$ cat config.mk
export PLATFORM = sky130hd
export DESIGN_NAME = cls_stop_ctrl
export DESIGN_NICKNAME = d
export VERILOG_FILES = /design/src/core/cls_pulse_div.v /design/src/core/cls_stop_ctrl.v
export VERILOG_INCLUDE_DIRS = /design/src /design/src/core
export SDC_FILE = /design/constraint.sdc
export NUM_CORES = 1
export LEC_CHECK = 0
export BUFFER_PORTS_ARGS = -buffer_cell sky130_fd_sc_hd__buf_2
export CORE_ASPECT_RATIO = 0.6
export CORE_UTILIZATION = 30
export DETAILED_ROUTE_END_ITERATION = 12
export GPL_TIMING_DRIVEN = 0
export PLACE_DENSITY = 0.43
export SYNTH_ARGS = -nofsm -noshare
export SYNTH_HDL_FRONTEND = slang
export SYNTH_SLANG_ARGS = --single-unit
export TNS_END_PERCENT = 5
$ cat constraint.sdc
create_clock -name pclk -period 7.03 [get_ports pclk]
set_clock_uncertainty 0.15 [all_clocks]
set_input_delay 2.109 -clock pclk [delete_from_list [all_inputs] [get_ports pclk]]
set_output_delay 2.109 -clock pclk [all_outputs]
set_load 0.005 [all_outputs]
$ cat src/core/cls_defs.vh
// constants for the stop and speed-pulse configuration block
`ifndef CLS_DEFS_VH
`define CLS_DEFS_VH
// register indices; byte address is four times the index
`define CLS_IDX_LOOP1 8'h88
`define CLS_IDX_LOOP2 8'h8a
`define CLS_IDX_CEIL 8'h90
`define CLS_IDX_STAT 8'h92
// output and enable register fields
`define CLS_DIV_HI 11
`define CLS_DIV_LO 8
`define CLS_GATE_BIT 7
`define CLS_EMF_HI 6
`define CLS_EMF_LO 4
`define CLS_SURGE_BIT 3
`define CLS_DTC_BIT 2
`define CLS_VLOFF_BIT 1
`define CLS_RECIRC_BIT 0
`define CLS_LOOP1_W 12
// stop and motor parameter register fields
`define CLS_RSV_BIT 31
`define CLS_STOP_HI 30
`define CLS_STOP_LO 28
`define CLS_HOLD_HI 27
`define CLS_HOLD_LO 24
`define CLS_SPIN_HI 23
`define CLS_SPIN_LO 20
`define CLS_BRK_HI 19
`define CLS_BRK_LO 16
`define CLS_RES_HI 15
`define CLS_RES_LO 8
`define CLS_IND_HI 7
`define CLS_IND_LO 0
// speed ceiling register
`define CLS_CEIL_W 14
`define CLS_CEIL_RST 14'h3fff
// stop method codes
`define CLS_STOP_HIZ 3'h0
`define CLS_STOP_LSB 3'h2
`define CLS_STOP_HSB 3'h3
`define CLS_STOP_SPIN 3'h4
`define CLS_STOP_ALIGN 3'h5
// bridge command codes driven out
`define CLS_BR_DRIVE 3'h0
`define CLS_BR_HIZ 3'h1
`define CLS_BR_LSB 3'h2
`define CLS_BR_HSB 3'h3
`define CLS_BR_ALIGN 3'h4
`define CLS_BR_SPIN 3'h5
// timing
`define CLS_CLK_HZ 50000000
`define CLS_MS_PER_S 1000
`define CLS_PERMILLE 10'd1000
`endif

$ cat src/core/cls_pulse_div.v
// speed-pulse frequency divider: toggles its output every n input edges
`timescale 1ns/10ps
module cls_pulse_div #(
  parameter DW = 4
) (
  input wire pclk, // system clock
  input wire presetn, // async reset, active low
  input wire pulse_in, // raw speed pulse, same clock domain
  input wire [DW-1:0] divide_by, // divider code, 0 and 1 both divide by one
  output reg pulse_out // divided square wave
);
  reg pulse_d_r;
  reg [DW-1:0] edge_cnt_r;
  wire in_edge;
  wire [DW-1:0] limit;

  assign in_edge = pulse_in ^ pulse_d_r;
  // code 0 is treated as one so the counter never wraps through zero
  assign limit = (divide_by == {DW{1'b0}}) ? {{(DW-1){1'b0}}, 1'b1} : divide_by;

  // counting both edges keeps a 50 % duty cycle at every ratio
  always @(posedge pclk or negedge presetn) begin
    if (!presetn) begin
      pulse_d_r <= 1'b0;
      edge_cnt_r <= {DW{1'b0}};
      pulse_out <= 1'b0;
    end else begin
      pulse_d_r <= pulse_in;
      if (in_edge) begin
        if (edge_cnt_r + {{(DW-1){1'b0}}, 1'b1} >= limit) begin
          edge_cnt_r <= {DW{1'b0}};
          pulse_out <= ~pulse_out;
        end else begin
          edge_cnt_r <= edge_cnt_r + {{(DW-1){1'b0}}, 1'b1};
        end
      end
    end
  end
endmodule // cls_pulse_div

$ cat src/core/cls_stop_ctrl.v
// stop sequencing, speed-pulse output and motor parameter registers over apb
// Function
// - speed pulse divided by 4-bit code; codes 0 and 1 divide by one.
// - gating bit 0 keeps pulse while driven; 1 keeps it until emf low.
// - 3-bit emf level code selects 1, 2, 5, 10, 20 or 30 mV.
// - recirculation stop in open loop: bit 0 tri-states, bit 1 low-side brakes.
// - stop code: 0 hi-z, 2 low, 3 high, 4 spin-down, 5 align braking.
// - brake hold time from 4-bit code, 1 ms up to 15000 ms.
// - spin-down ends below a percentage of the speed ceiling.
// - braking and brake pin act below a second percentage threshold.
// - 8-bit phase resistance code held for the parameter tables.
// - 8-bit phase inductance code held in the low byte.
`timescale 1ns/10ps
`include "cls_defs.vh"
module cls_stop_ctrl #(
  parameter CLK_HZ = `CLS_CLK_HZ,
  parameter MS_CYC = `CLS_CLK_HZ / `CLS_MS_PER_S
) (
  input wire pclk, // system clock, 50 mhz
  input wire presetn, // async reset, active low
  input wire psel, // apb select
  input wire penable, // apb access phase
  input wire pwrite, // apb direction, 1 = write
  input wire [9:0] paddr, // apb byte address
  input wire [31:0] pwdata, // apb write data
  output reg [31:0] prdata, // apb read data
  output reg pready, // apb ready
  output reg pslverr, // apb error on unmapped address
  input wire raw_pulse, // commutation speed pulse, same clock
  input wire [13:0] speed, // present speed, same units as ceiling
  input wire [5:0] emf_mv, // back-emf magnitude in mv
  input wire open_loop, // motor still in align or open loop
  input wire stop_req, // request to stop the motor
  input wire brake_pin, // brake pin, asynchronous
  output reg speed_pulse_output, // gated, divided speed pulse
  output reg [2:0] bridge_cmd, // bridge command code
  output reg stop_done, // motor stop sequence finished
  output reg surge_guard_enable, // surge guard enable field
  output reg velocity_loop_off, // speed loop disable field
  output reg deadtime_comp_enable, // dead-time compensation field
  output reg [7:0] phase_resistance_code, // resistance table code
  output reg [7:0] phase_inductance_code // inductance table code
);
  localparam ST_RUN = 3'h0;
  localparam ST_SPIN = 3'h1;
  localparam ST_WAIT = 3'h2;
  localparam ST_BRAKE = 3'h3;
  localparam ST_OFF = 3'h4;
  localparam [15:0] MS_LAST = MS_CYC[15:0] - 16'h0001;

  reg [`CLS_LOOP1_W-1:0] loop1_r;
  reg stop_rsv_r;
  reg [2:0] stop_method_r;
  reg [3:0] stop_hold_time_r;
  reg [3:0] spindown_level_r;
  reg [3:0] brake_level_r;
  reg [`CLS_CEIL_W-1:0] ceil_r;
  reg brk_meta_r;
  reg brk_sync_r;
  reg [2:0] state_r;
  reg [2:0] state_nxt;
  reg [2:0] bridge_nxt;
  reg [2:0] brake_kind_r;
  reg [2:0] brake_kind_nxt;
  reg [15:0] pre_r;
  reg [13:0] ms_r;
  reg [13:0] hold_ms;
  reg [4:0] emf_lvl;
  reg [31:0] rd_mux;
  reg rd_hit;
  wire [3:0] pulse_out_divider;
  wire pulse_out_gating;
  wire [2:0] pulse_out_emf_level;
  wire low_rate_recirc_hold;
  wire div_pulse;
  wire acc;
  wire [23:0] speed_scaled;
  wire [23:0] spin_lim;
  wire [23:0] brk_lim;
  wire below_spin;
  wire below_brk;
  wire driven;
  wire hold_done;
  assign pulse_out_divider = loop1_r[`CLS_DIV_HI:`CLS_DIV_LO];
  assign pulse_out_gating = loop1_r[`CLS_GATE_BIT];
  assign pulse_out_emf_level = loop1_r[`CLS_EMF_HI:`CLS_EMF_LO];
  assign low_rate_recirc_hold = loop1_r[`CLS_RECIRC_BIT];

  // percentage code to per mille of the speed ceiling
  function [9:0] permille;
    input [3:0] code;
    begin
      case (code)
        4'h0: permille = `CLS_PERMILLE;
        4'h1: permille = 10'd900;
        4'h2: permille = 10'd800;
        4'h3: permille = 10'd700;
        4'h4: permille = 10'd600;
        4'h5: permille = 10'd500;
        4'h6: permille = 10'd450;
        4'h7: permille = 10'd400;
        4'h8: permille = 10'd350;
        4'h9: permille = 10'd300;
        4'ha: permille = 10'd250;
        4'hb: permille = 10'd200;
        4'hc: permille = 10'd150;
        4'hd: permille = 10'd100;
        4'he: permille = 10'd50;
        default: permille = 10'd25;
      endcase
    end
  endfunction

  // compare speed*1000 against ceiling*permille, so no divider is needed
  assign speed_scaled = speed * `CLS_PERMILLE;
  assign spin_lim = ceil_r * permille(spindown_level_r);
  assign brk_lim = ceil_r * permille(brake_level_r);
  assign below_spin = speed_scaled < spin_lim;
  assign below_brk = speed_scaled < brk_lim;

  // brake hold time in ms
  always @* begin
    case (stop_hold_time_r)
      4'h5: hold_ms = 14'd5;
      4'h6: hold_ms = 14'd10;
      4'h7: hold_ms = 14'd50;
      4'h8: hold_ms = 14'd100;
      4'h9: hold_ms = 14'd250;
      4'ha: hold_ms = 14'd500;
      4'hb: hold_ms = 14'd1000;
      4'hc: hold_ms = 14'd2500;
      4'hd: hold_ms = 14'd5000;
      4'he: hold_ms = 14'd15000;
      default: hold_ms = 14'd1;
    endcase
  end

  // emf level in mv; reserved codes fall back to the highest level
  always @* begin
    case (pulse_out_emf_level)
      3'h0: emf_lvl = 5'd1;
      3'h1: emf_lvl = 5'd2;
      3'h2: emf_lvl = 5'd5;
      3'h3: emf_lvl = 5'd10;
      3'h4: emf_lvl = 5'd20;
      default: emf_lvl = 5'd30;
    endcase
  end

  // apb: one wait state, so every output here is a flop
  assign acc = psel & penable & ~pready;
  always @* begin
    rd_hit = 1'b1;
    rd_mux = 32'h0000_0000;
    case (paddr)
      {`CLS_IDX_LOOP1, 2'b00}: rd_mux = {{(32-`CLS_LOOP1_W){1'b0}}, loop1_r};
      {`CLS_IDX_LOOP2, 2'b00}: rd_mux = {stop_rsv_r, stop_method_r, stop_hold_time_r,
        spindown_level_r, brake_level_r, phase_resistance_code, phase_inductance_code};
      {`CLS_IDX_CEIL, 2'b00}: rd_mux = {{(32-`CLS_CEIL_W){1'b0}}, ceil_r};
      {`CLS_IDX_STAT, 2'b00}: rd_mux = {23'h00_0000, stop_done, brk_sync_r,
        speed_pulse_output, state_r, bridge_cmd};
      default: rd_hit = 1'b0;
    endcase
  end

  // register writes and bus answer; reset codes are zero for a known start, except the speed ceiling, which resets to 3fff
  always @(posedge pclk or negedge presetn) begin
    if (!presetn) begin
      pready <= 1'b0;
      pslverr <= 1'b0;
      prdata <= 32'h0000_0000;
      loop1_r <= {`CLS_LOOP1_W{1'b0}};
      stop_rsv_r <= 1'b0;
      stop_method_r <= `CLS_STOP_HIZ;
      stop_hold_time_r <= 4'h0;
      spindown_level_r <= 4'h0;
      brake_level_r <= 4'h0;
      phase_resistance_code <= 8'h00;
      phase_inductance_code <= 8'h00;
      ceil_r <= `CLS_CEIL_RST;
    end else begin
      pready <= acc;
      pslverr <= acc & ~rd_hit;
      prdata <= (acc & ~pwrite) ? rd_mux : 32'h0000_0000;
      if (psel & penable & pready & pwrite) begin // lands on the completing edge
        case (paddr)
          {`CLS_IDX_LOOP1, 2'b00}: loop1_r <= pwdata[`CLS_LOOP1_W-1:0];
          {`CLS_IDX_LOOP2, 2'b00}: begin
            stop_rsv_r <= pwdata[`CLS_RSV_BIT];
            stop_method_r <= pwdata[`CLS_STOP_HI:`CLS_STOP_LO];
            stop_hold_time_r <= pwdata[`CLS_HOLD_HI:`CLS_HOLD_LO];
            spindown_level_r <= pwdata[`CLS_SPIN_HI:`CLS_SPIN_LO];
            brake_level_r <= pwdata[`CLS_BRK_HI:`CLS_BRK_LO];
            phase_resistance_code <= pwdata[`CLS_RES_HI:`CLS_RES_LO];
            phase_inductance_code <= pwdata[`CLS_IND_HI:`CLS_IND_LO];
          end
          {`CLS_IDX_CEIL, 2'b00}: ceil_r <= pwdata[`CLS_CEIL_W-1:0];
          default: ceil_r <= ceil_r;
        endcase
      end
    end
  end

  // enable fields go out as flops straight from the register
  always @(posedge pclk or negedge presetn) begin
    if (!presetn) begin
      surge_guard_enable <= 1'b0;
      velocity_loop_off <= 1'b0;
      deadtime_comp_enable <= 1'b0;
    end else begin
      surge_guard_enable <= loop1_r[`CLS_SURGE_BIT];
      velocity_loop_off <= loop1_r[`CLS_VLOFF_BIT];
      deadtime_comp_enable <= loop1_r[`CLS_DTC_BIT];
    end
  end

  // brake pin comes from outside the clock domain
  always @(posedge pclk or negedge presetn) begin
    if (!presetn) begin
      brk_meta_r <= 1'b0;
      brk_sync_r <= 1'b0;
    end else begin
      brk_meta_r <= brake_pin;
      brk_sync_r <= brk_meta_r;
    end
  end

  // stop sequencer; a dropped stop request always returns to drive
  assign hold_done = (ms_r >= hold_ms) && (pre_r == MS_LAST);
  always @* begin
    state_nxt = state_r;
    brake_kind_nxt = brake_kind_r;
    bridge_nxt = `CLS_BR_HIZ;
    case (state_r)
      ST_RUN: begin
        bridge_nxt = (brk_sync_r & below_brk) ? `CLS_BR_LSB : `CLS_BR_DRIVE;
        if (stop_req) begin
          case (stop_method_r)
            `CLS_STOP_SPIN: state_nxt = ST_SPIN;
            `CLS_STOP_LSB: begin
              state_nxt = ST_WAIT;
              brake_kind_nxt = `CLS_BR_LSB;
            end
            `CLS_STOP_HSB: begin
              state_nxt = ST_WAIT;
              brake_kind_nxt = `CLS_BR_HSB;
            end
            `CLS_STOP_ALIGN: begin
              state_nxt = ST_WAIT;
              brake_kind_nxt = `CLS_BR_ALIGN;
            end
            default: state_nxt = ST_OFF; // hi-z and undefined codes coast
          endcase
          // braking not yet safe before closed loop: hold choice decides
          if (open_loop && state_nxt == ST_WAIT) begin
            if (low_rate_recirc_hold) begin
              brake_kind_nxt = `CLS_BR_LSB;
            end else begin
              state_nxt = ST_OFF;
            end
          end
        end
      end
      ST_SPIN: begin
        bridge_nxt = `CLS_BR_SPIN;
        if (below_spin) begin
          state_nxt = ST_OFF;
        end
      end
      ST_WAIT: begin
        if (below_brk) begin
          state_nxt = ST_BRAKE;
          bridge_nxt = brake_kind_r;
        end
      end
      ST_BRAKE: begin
        bridge_nxt = brake_kind_r;
        if (hold_done) begin
          state_nxt = ST_OFF;
        end
      end
      ST_OFF: bridge_nxt = `CLS_BR_HIZ;
      default: state_nxt = ST_OFF;
    endcase
    if (!stop_req && state_r != ST_RUN) begin
      state_nxt = ST_RUN;
      bridge_nxt = `CLS_BR_DRIVE;
    end else if (state_nxt == ST_OFF) begin
      bridge_nxt = `CLS_BR_HIZ;
    end
  end

  // state, bridge command and millisecond timer
  always @(posedge pclk or negedge presetn) begin
    if (!presetn) begin
      state_r <= ST_RUN;
      brake_kind_r <= `CLS_BR_LSB;
      bridge_cmd <= `CLS_BR_DRIVE;
      stop_done <= 1'b0;
      pre_r <= 16'h0000;
      ms_r <= 14'h0000;
    end else begin
      state_r <= state_nxt;
      brake_kind_r <= brake_kind_nxt;
      bridge_cmd <= bridge_nxt;
      stop_done <= (state_nxt == ST_OFF);
      if (state_r != ST_BRAKE) begin
        pre_r <= 16'h0000;
        ms_r <= 14'h0000;
      end else if (pre_r == MS_LAST) begin
        pre_r <= 16'h0000;
        ms_r <= ms_r + 14'h0001;
      end else begin
        pre_r <= pre_r + 16'h0001;
      end
    end
  end

  cls_pulse_div #(
    .DW(4)
  ) u_div (
    .pclk(pclk),
    .presetn(presetn),
    .pulse_in(raw_pulse),
    .divide_by(pulse_out_divider),
    .pulse_out(div_pulse)
  );

  // pulse gating: driven, or after stop while emf stays at or above the level
  assign driven = (state_r == ST_RUN) || (state_r == ST_SPIN);
  always @(posedge pclk or negedge presetn) begin
    if (!presetn) begin
      speed_pulse_output <= 1'b0;
    end else if (driven || (pulse_out_gating && ({1'b0, emf_mv} >= {2'b00, emf_lvl}))) begin
      speed_pulse_output <= div_pulse;
    end else begin
      speed_pulse_output <= 1'b0;
    end
  end
endmodule // cls_stop_ctrl

==> flow_metrics.env <==
export IMPL_hold_slack_ps=204
export IMPL_total_power_mw=4.03
export IMPL_clock_sinks=144
export IMPL_start_kind="flip-flop"
export IMPL_setup_tns_ps=-5770
export IMPL_gr_usage_met3_pct=2.57
export IMPL_yosys_warnings=0
export IMPL_synth_top_family_by_area="adder cells"
export IMPL_reg2reg_depth=30
export IMPL_holdCritPathClass="flip-flop to flip-flop"
export IMPL_ys_flop_type="dfrtp_1"
export IMPL_leakagePower_nw=11.4
export IMPL_hold_path_depth=0
export IMPL_path_class="flip-flop to flip-flop"
export IMPL_endpoint_kind="flip-flop"
export IMPL_slew_headroom_pct=35.1
export IMPL_crit_path_frequent_cell="fa_1"
export IMPL_grt_pass1_wl_mm=89.2
export IMPL_ir_worst_vdd_mv=0.191
export IMPL_synth_edf_count=0
export IMPL_drive_gt1_share_pct=18.6
export IMPL_rsz0062_at_grt="yes"
export IMPL_yosysSeqAreaShare_pct=18.7
export IMPL_syn_cell_area_mm2=0.0194
export IMPL_netlist_top_cells_area="fa_1, dfrtp_1, ha_1"
export IMPL_yosys_area_share_xor_xnor_pct=3.62
export IMPL_hold_path_end="brk_sync_r"
export IMPL_preCtsSetupSlack_ps=-2670
export IMPL_cts_made_buffers=17
export IMPL_switching_share_pct=42.1
export IMPL_io_buffers=128
export IMPL_slew_violations=0
export IMPL_grt_max_degree=94
export IMPL_power_frac_comb_pct=55.7
export IMPL_fmax_mhz=124
export IMPL_synth_top_area_share_pct=24.2
export IMPL_min_period_over_period_pct=114
export IMPL_tightest_slew_ps=974
export IMPL_synth_largest_area_cell="fa_1"
export IMPL_drt_initial_drc_count=850
export IMPL_area_growth_pct=17.5
export IMPL_start_util_pct=30.6
export IMPL_finalInstanceArea_mm2=0.0227
export IMPL_syn_area_per_cell_um2=9.37
export IMPL_synthSimpleGateAreaFrac_pct=16.5
export IMPL_seqPwrFrac_pct=21.2
export IMPL_clockBufferDepth=2
export IMPL_grt_overflow=0
export IMPL_synthesis_nets=2623
export IMPL_dp_final_hpwl_mm=46.6
export IMPL_ys_ff_latch=144
export IMPL_die_h_um=199
export IMPL_dpl_cell_area_mm2=0.0212
export IMPL_intPower_mw=2.33
export IMPL_cap_violations=0
export IMPL_wirelength_mm=55.7
export IMPL_gr_usage_all_layers_pct=17.6
export IMPL_dieWidth_um=330
export IMPL_grtUsageMet2_pct=23.9
export IMPL_grt_pass1_vias=15300
export IMPL_synth_fa_ha_area_share_pct=40.4
export IMPL_synth_most_common_cell="inv_1"
export IMPL_vias=15100
export IMPL_netSwitchingPower_mw=1.70
export IMPL_nets=2806
export IMPL_setup_violations=6
export IMPL_hold_path_startpoint="brk_meta_r"
export IMPL_arrival_ps=8230
export IMPL_layout_setup_ws_ps=-1010
export IMPL_drc=0
export IMPL_reg2reg_from="brake_level_r[0]"
export IMPL_crit_fanout=10
export IMPL_clock_latency_ps=430
export IMPL_status="complete, but fails checks"
export IMPL_postRouteAntennaNets=0
export IMPL_cpPeakStageDelay_ps=560
export IMPL_r2r_end="bridge_cmd[2]"
export IMPL_dr_pass1_iters=5
export IMPL_synth_mux_area_share_pct=4.13
export IMPL_pin_count=129
export IMPL_core_region_area_mm2=0.0633
export IMPL_gp_congestion=0.827
export IMPL_root_buffer="clkbuf_16"
export IMPL_violations="negative setup slack"
export IMPL_critPathSlowestCell="fa_2"
export IMPL_crit_required_ps=7220
export IMPL_clkPwrFrac_pct=23.1
export IMPL_avgViaCountPerCell=4.85
export IMPL_synth_compound_area_share_pct=9.51
export IMPL_timing_final_crit_period_ps=8040
export IMPL_syn_inst=2067
export IMPL_wl_per_cell_um=17.9
export IMPL_rrSetupSlack_ps=-1010
export IMPL_hold_viol_final=0
export IMPL_clk_pin_slew_ps=70
export IMPL_top_usage_layer="met1"
export IMPL_die_area_mm2=0.0656
export IMPL_core_rowCount=71
export IMPL_synthArstFlopShare_pct=100
export IMPL_synth_cell_types=71
export IMPL_synth_top_cells_by_count="inv_1, ha_1, fa_1"
export IMPL_power_density_mw_per_mm2=177
export IMPL_tritoncts="built"
export IMPL_antenna_found_initial=5
export IMPL_h_tree_depth=4
export IMPL_use_met1_pct=29.4
## metrics by stage
stage          instances  util (%)
3_3_place_gp        3034      33.5
2_1_floorplan       2067         -
4_1_cts             3099      35.8
5_1_grt             3102      36.0
3_5_place_dp        3035      33.5
6_report            3104      36.0
## repair_timing
item / in CTS / in global routing
buffers inserted: 33 / 3
resized for setup: 151 / 10
pin swaps: 77 / 14
endpoints found under the setup margin: 6 / 6
hold buffers: 0 / 0
## layout by cell type, fill, tap and decap left out, types with 13 or more instances in the layout
master,count
and3_1,28
a21oi_1,79
nor2b_1,20
ha_1,229
dfstp_2,15
nand4_1,13
a21o_1,24
xnor2_1,44
ha_4,18
buf_2,133
xor2_1,33
nand2b_1,19
o21ai_0,41
clkbuf_16,17
buf_4,34
nor2_1,86
a22oi_1,21
nor3_1,31
clkbuf_1,45
mux2_2,61
and2_1,141
nand2_1,212
inv_1,282
fa_1,231
dfrtp_1,124
nand3_1,30
## how the worst max path moves through the flow
| stage | cells after the start | end | slack (ps) | from |
|---|---|---|---|---|
| 2_1_floorplan | 23 | bridge_cmd[2] | -420 | speed[2] |
| 3_3_place_gp | 32 | bridge_cmd[2] | -2620 | spindown_level_r[2] |
| 3_5_place_dp | 32 | bridge_cmd[2] | -2670 | spindown_level_r[0] |
| 4_1_cts | 34 | bridge_cmd[2] | -950 | spindown_level_r[0] |
| 5_1_grt | 32 | bridge_cmd[2] | -1350 | brake_level_r[1] |
| 6_report | 30 | bridge_cmd[2] | -1010 | brake_level_r[0] |
## routing by layer
metal | vias to the layer above | routed length (um)
met4 | 2 | 139
met1 | 7626 | 31200
met2 | 264 | 21900
met5 | - | 11
li1 | 7154 | -
met3 | 15 | 2490
## power groups by stage
| stage | Clock [mW] | Combinational [mW] | Sequential [mW] |
|---|---|---|---|
| floorplan | 0 | 1.54 | 0.863 |
| global placement | 0 | 2.04 | 0.868 |
| detailed placement | 0 | 2.12 | 0.868 |
| CTS | 0.956 | 2.25 | 0.853 |
| global route | 0.995 | 2.63 | 0.854 |
| finish | 0.932 | 2.24 | 0.854 |
## sequential cells by signal, indices dropped and copies added, names as in the netlist, 3 cells and up
register / count
brake_level_r: 4
state_r: 3
phase_inductance_code: 8
stop_method_r: 3
u_div.edge_cnt_r: 4
ceil_r: 14
prdata: 32
brake_kind_r: 3
phase_resistance_code: 8
pre_r: 16
ms_r: 14
loop1_r: 12
stop_hold_time_r: 4
spindown_level_r: 4
bridge_cmd: 3
## critical path: cells and delay by family (launching register included)
kind                       cells  cell delay [ps]
and+or+nand+nor                3              520
xor gates and xnor gates       1              280
adders and majority gates      8             3600
DFF                            1              450
buffers and inverters          6              720
AOI/OAI and AO/OA             12             2210
## cell type report
cell class                      instances  area, um2
Tap cell                              839       1050
Antenna cell                            2       5.00
Clock inverter                         15        175
Multi-Input combinational cell       1557      15000
Timing Repair Buffer                  165        960
Sequential cell                       144       3630
Buffer                                 76        433
Clock buffer                           17        425
Fill cell                            6487      40500
Inverter                              289       1090
## logic make-up after synthesis
family          Yosys count
simple gates            638
fa+ha+maj               485
buf+inv                 366
compound gates          283
flops                   144
xor+xnor                 80
mux                      71
Note: power is estimated with default switching activity, not from simulation.
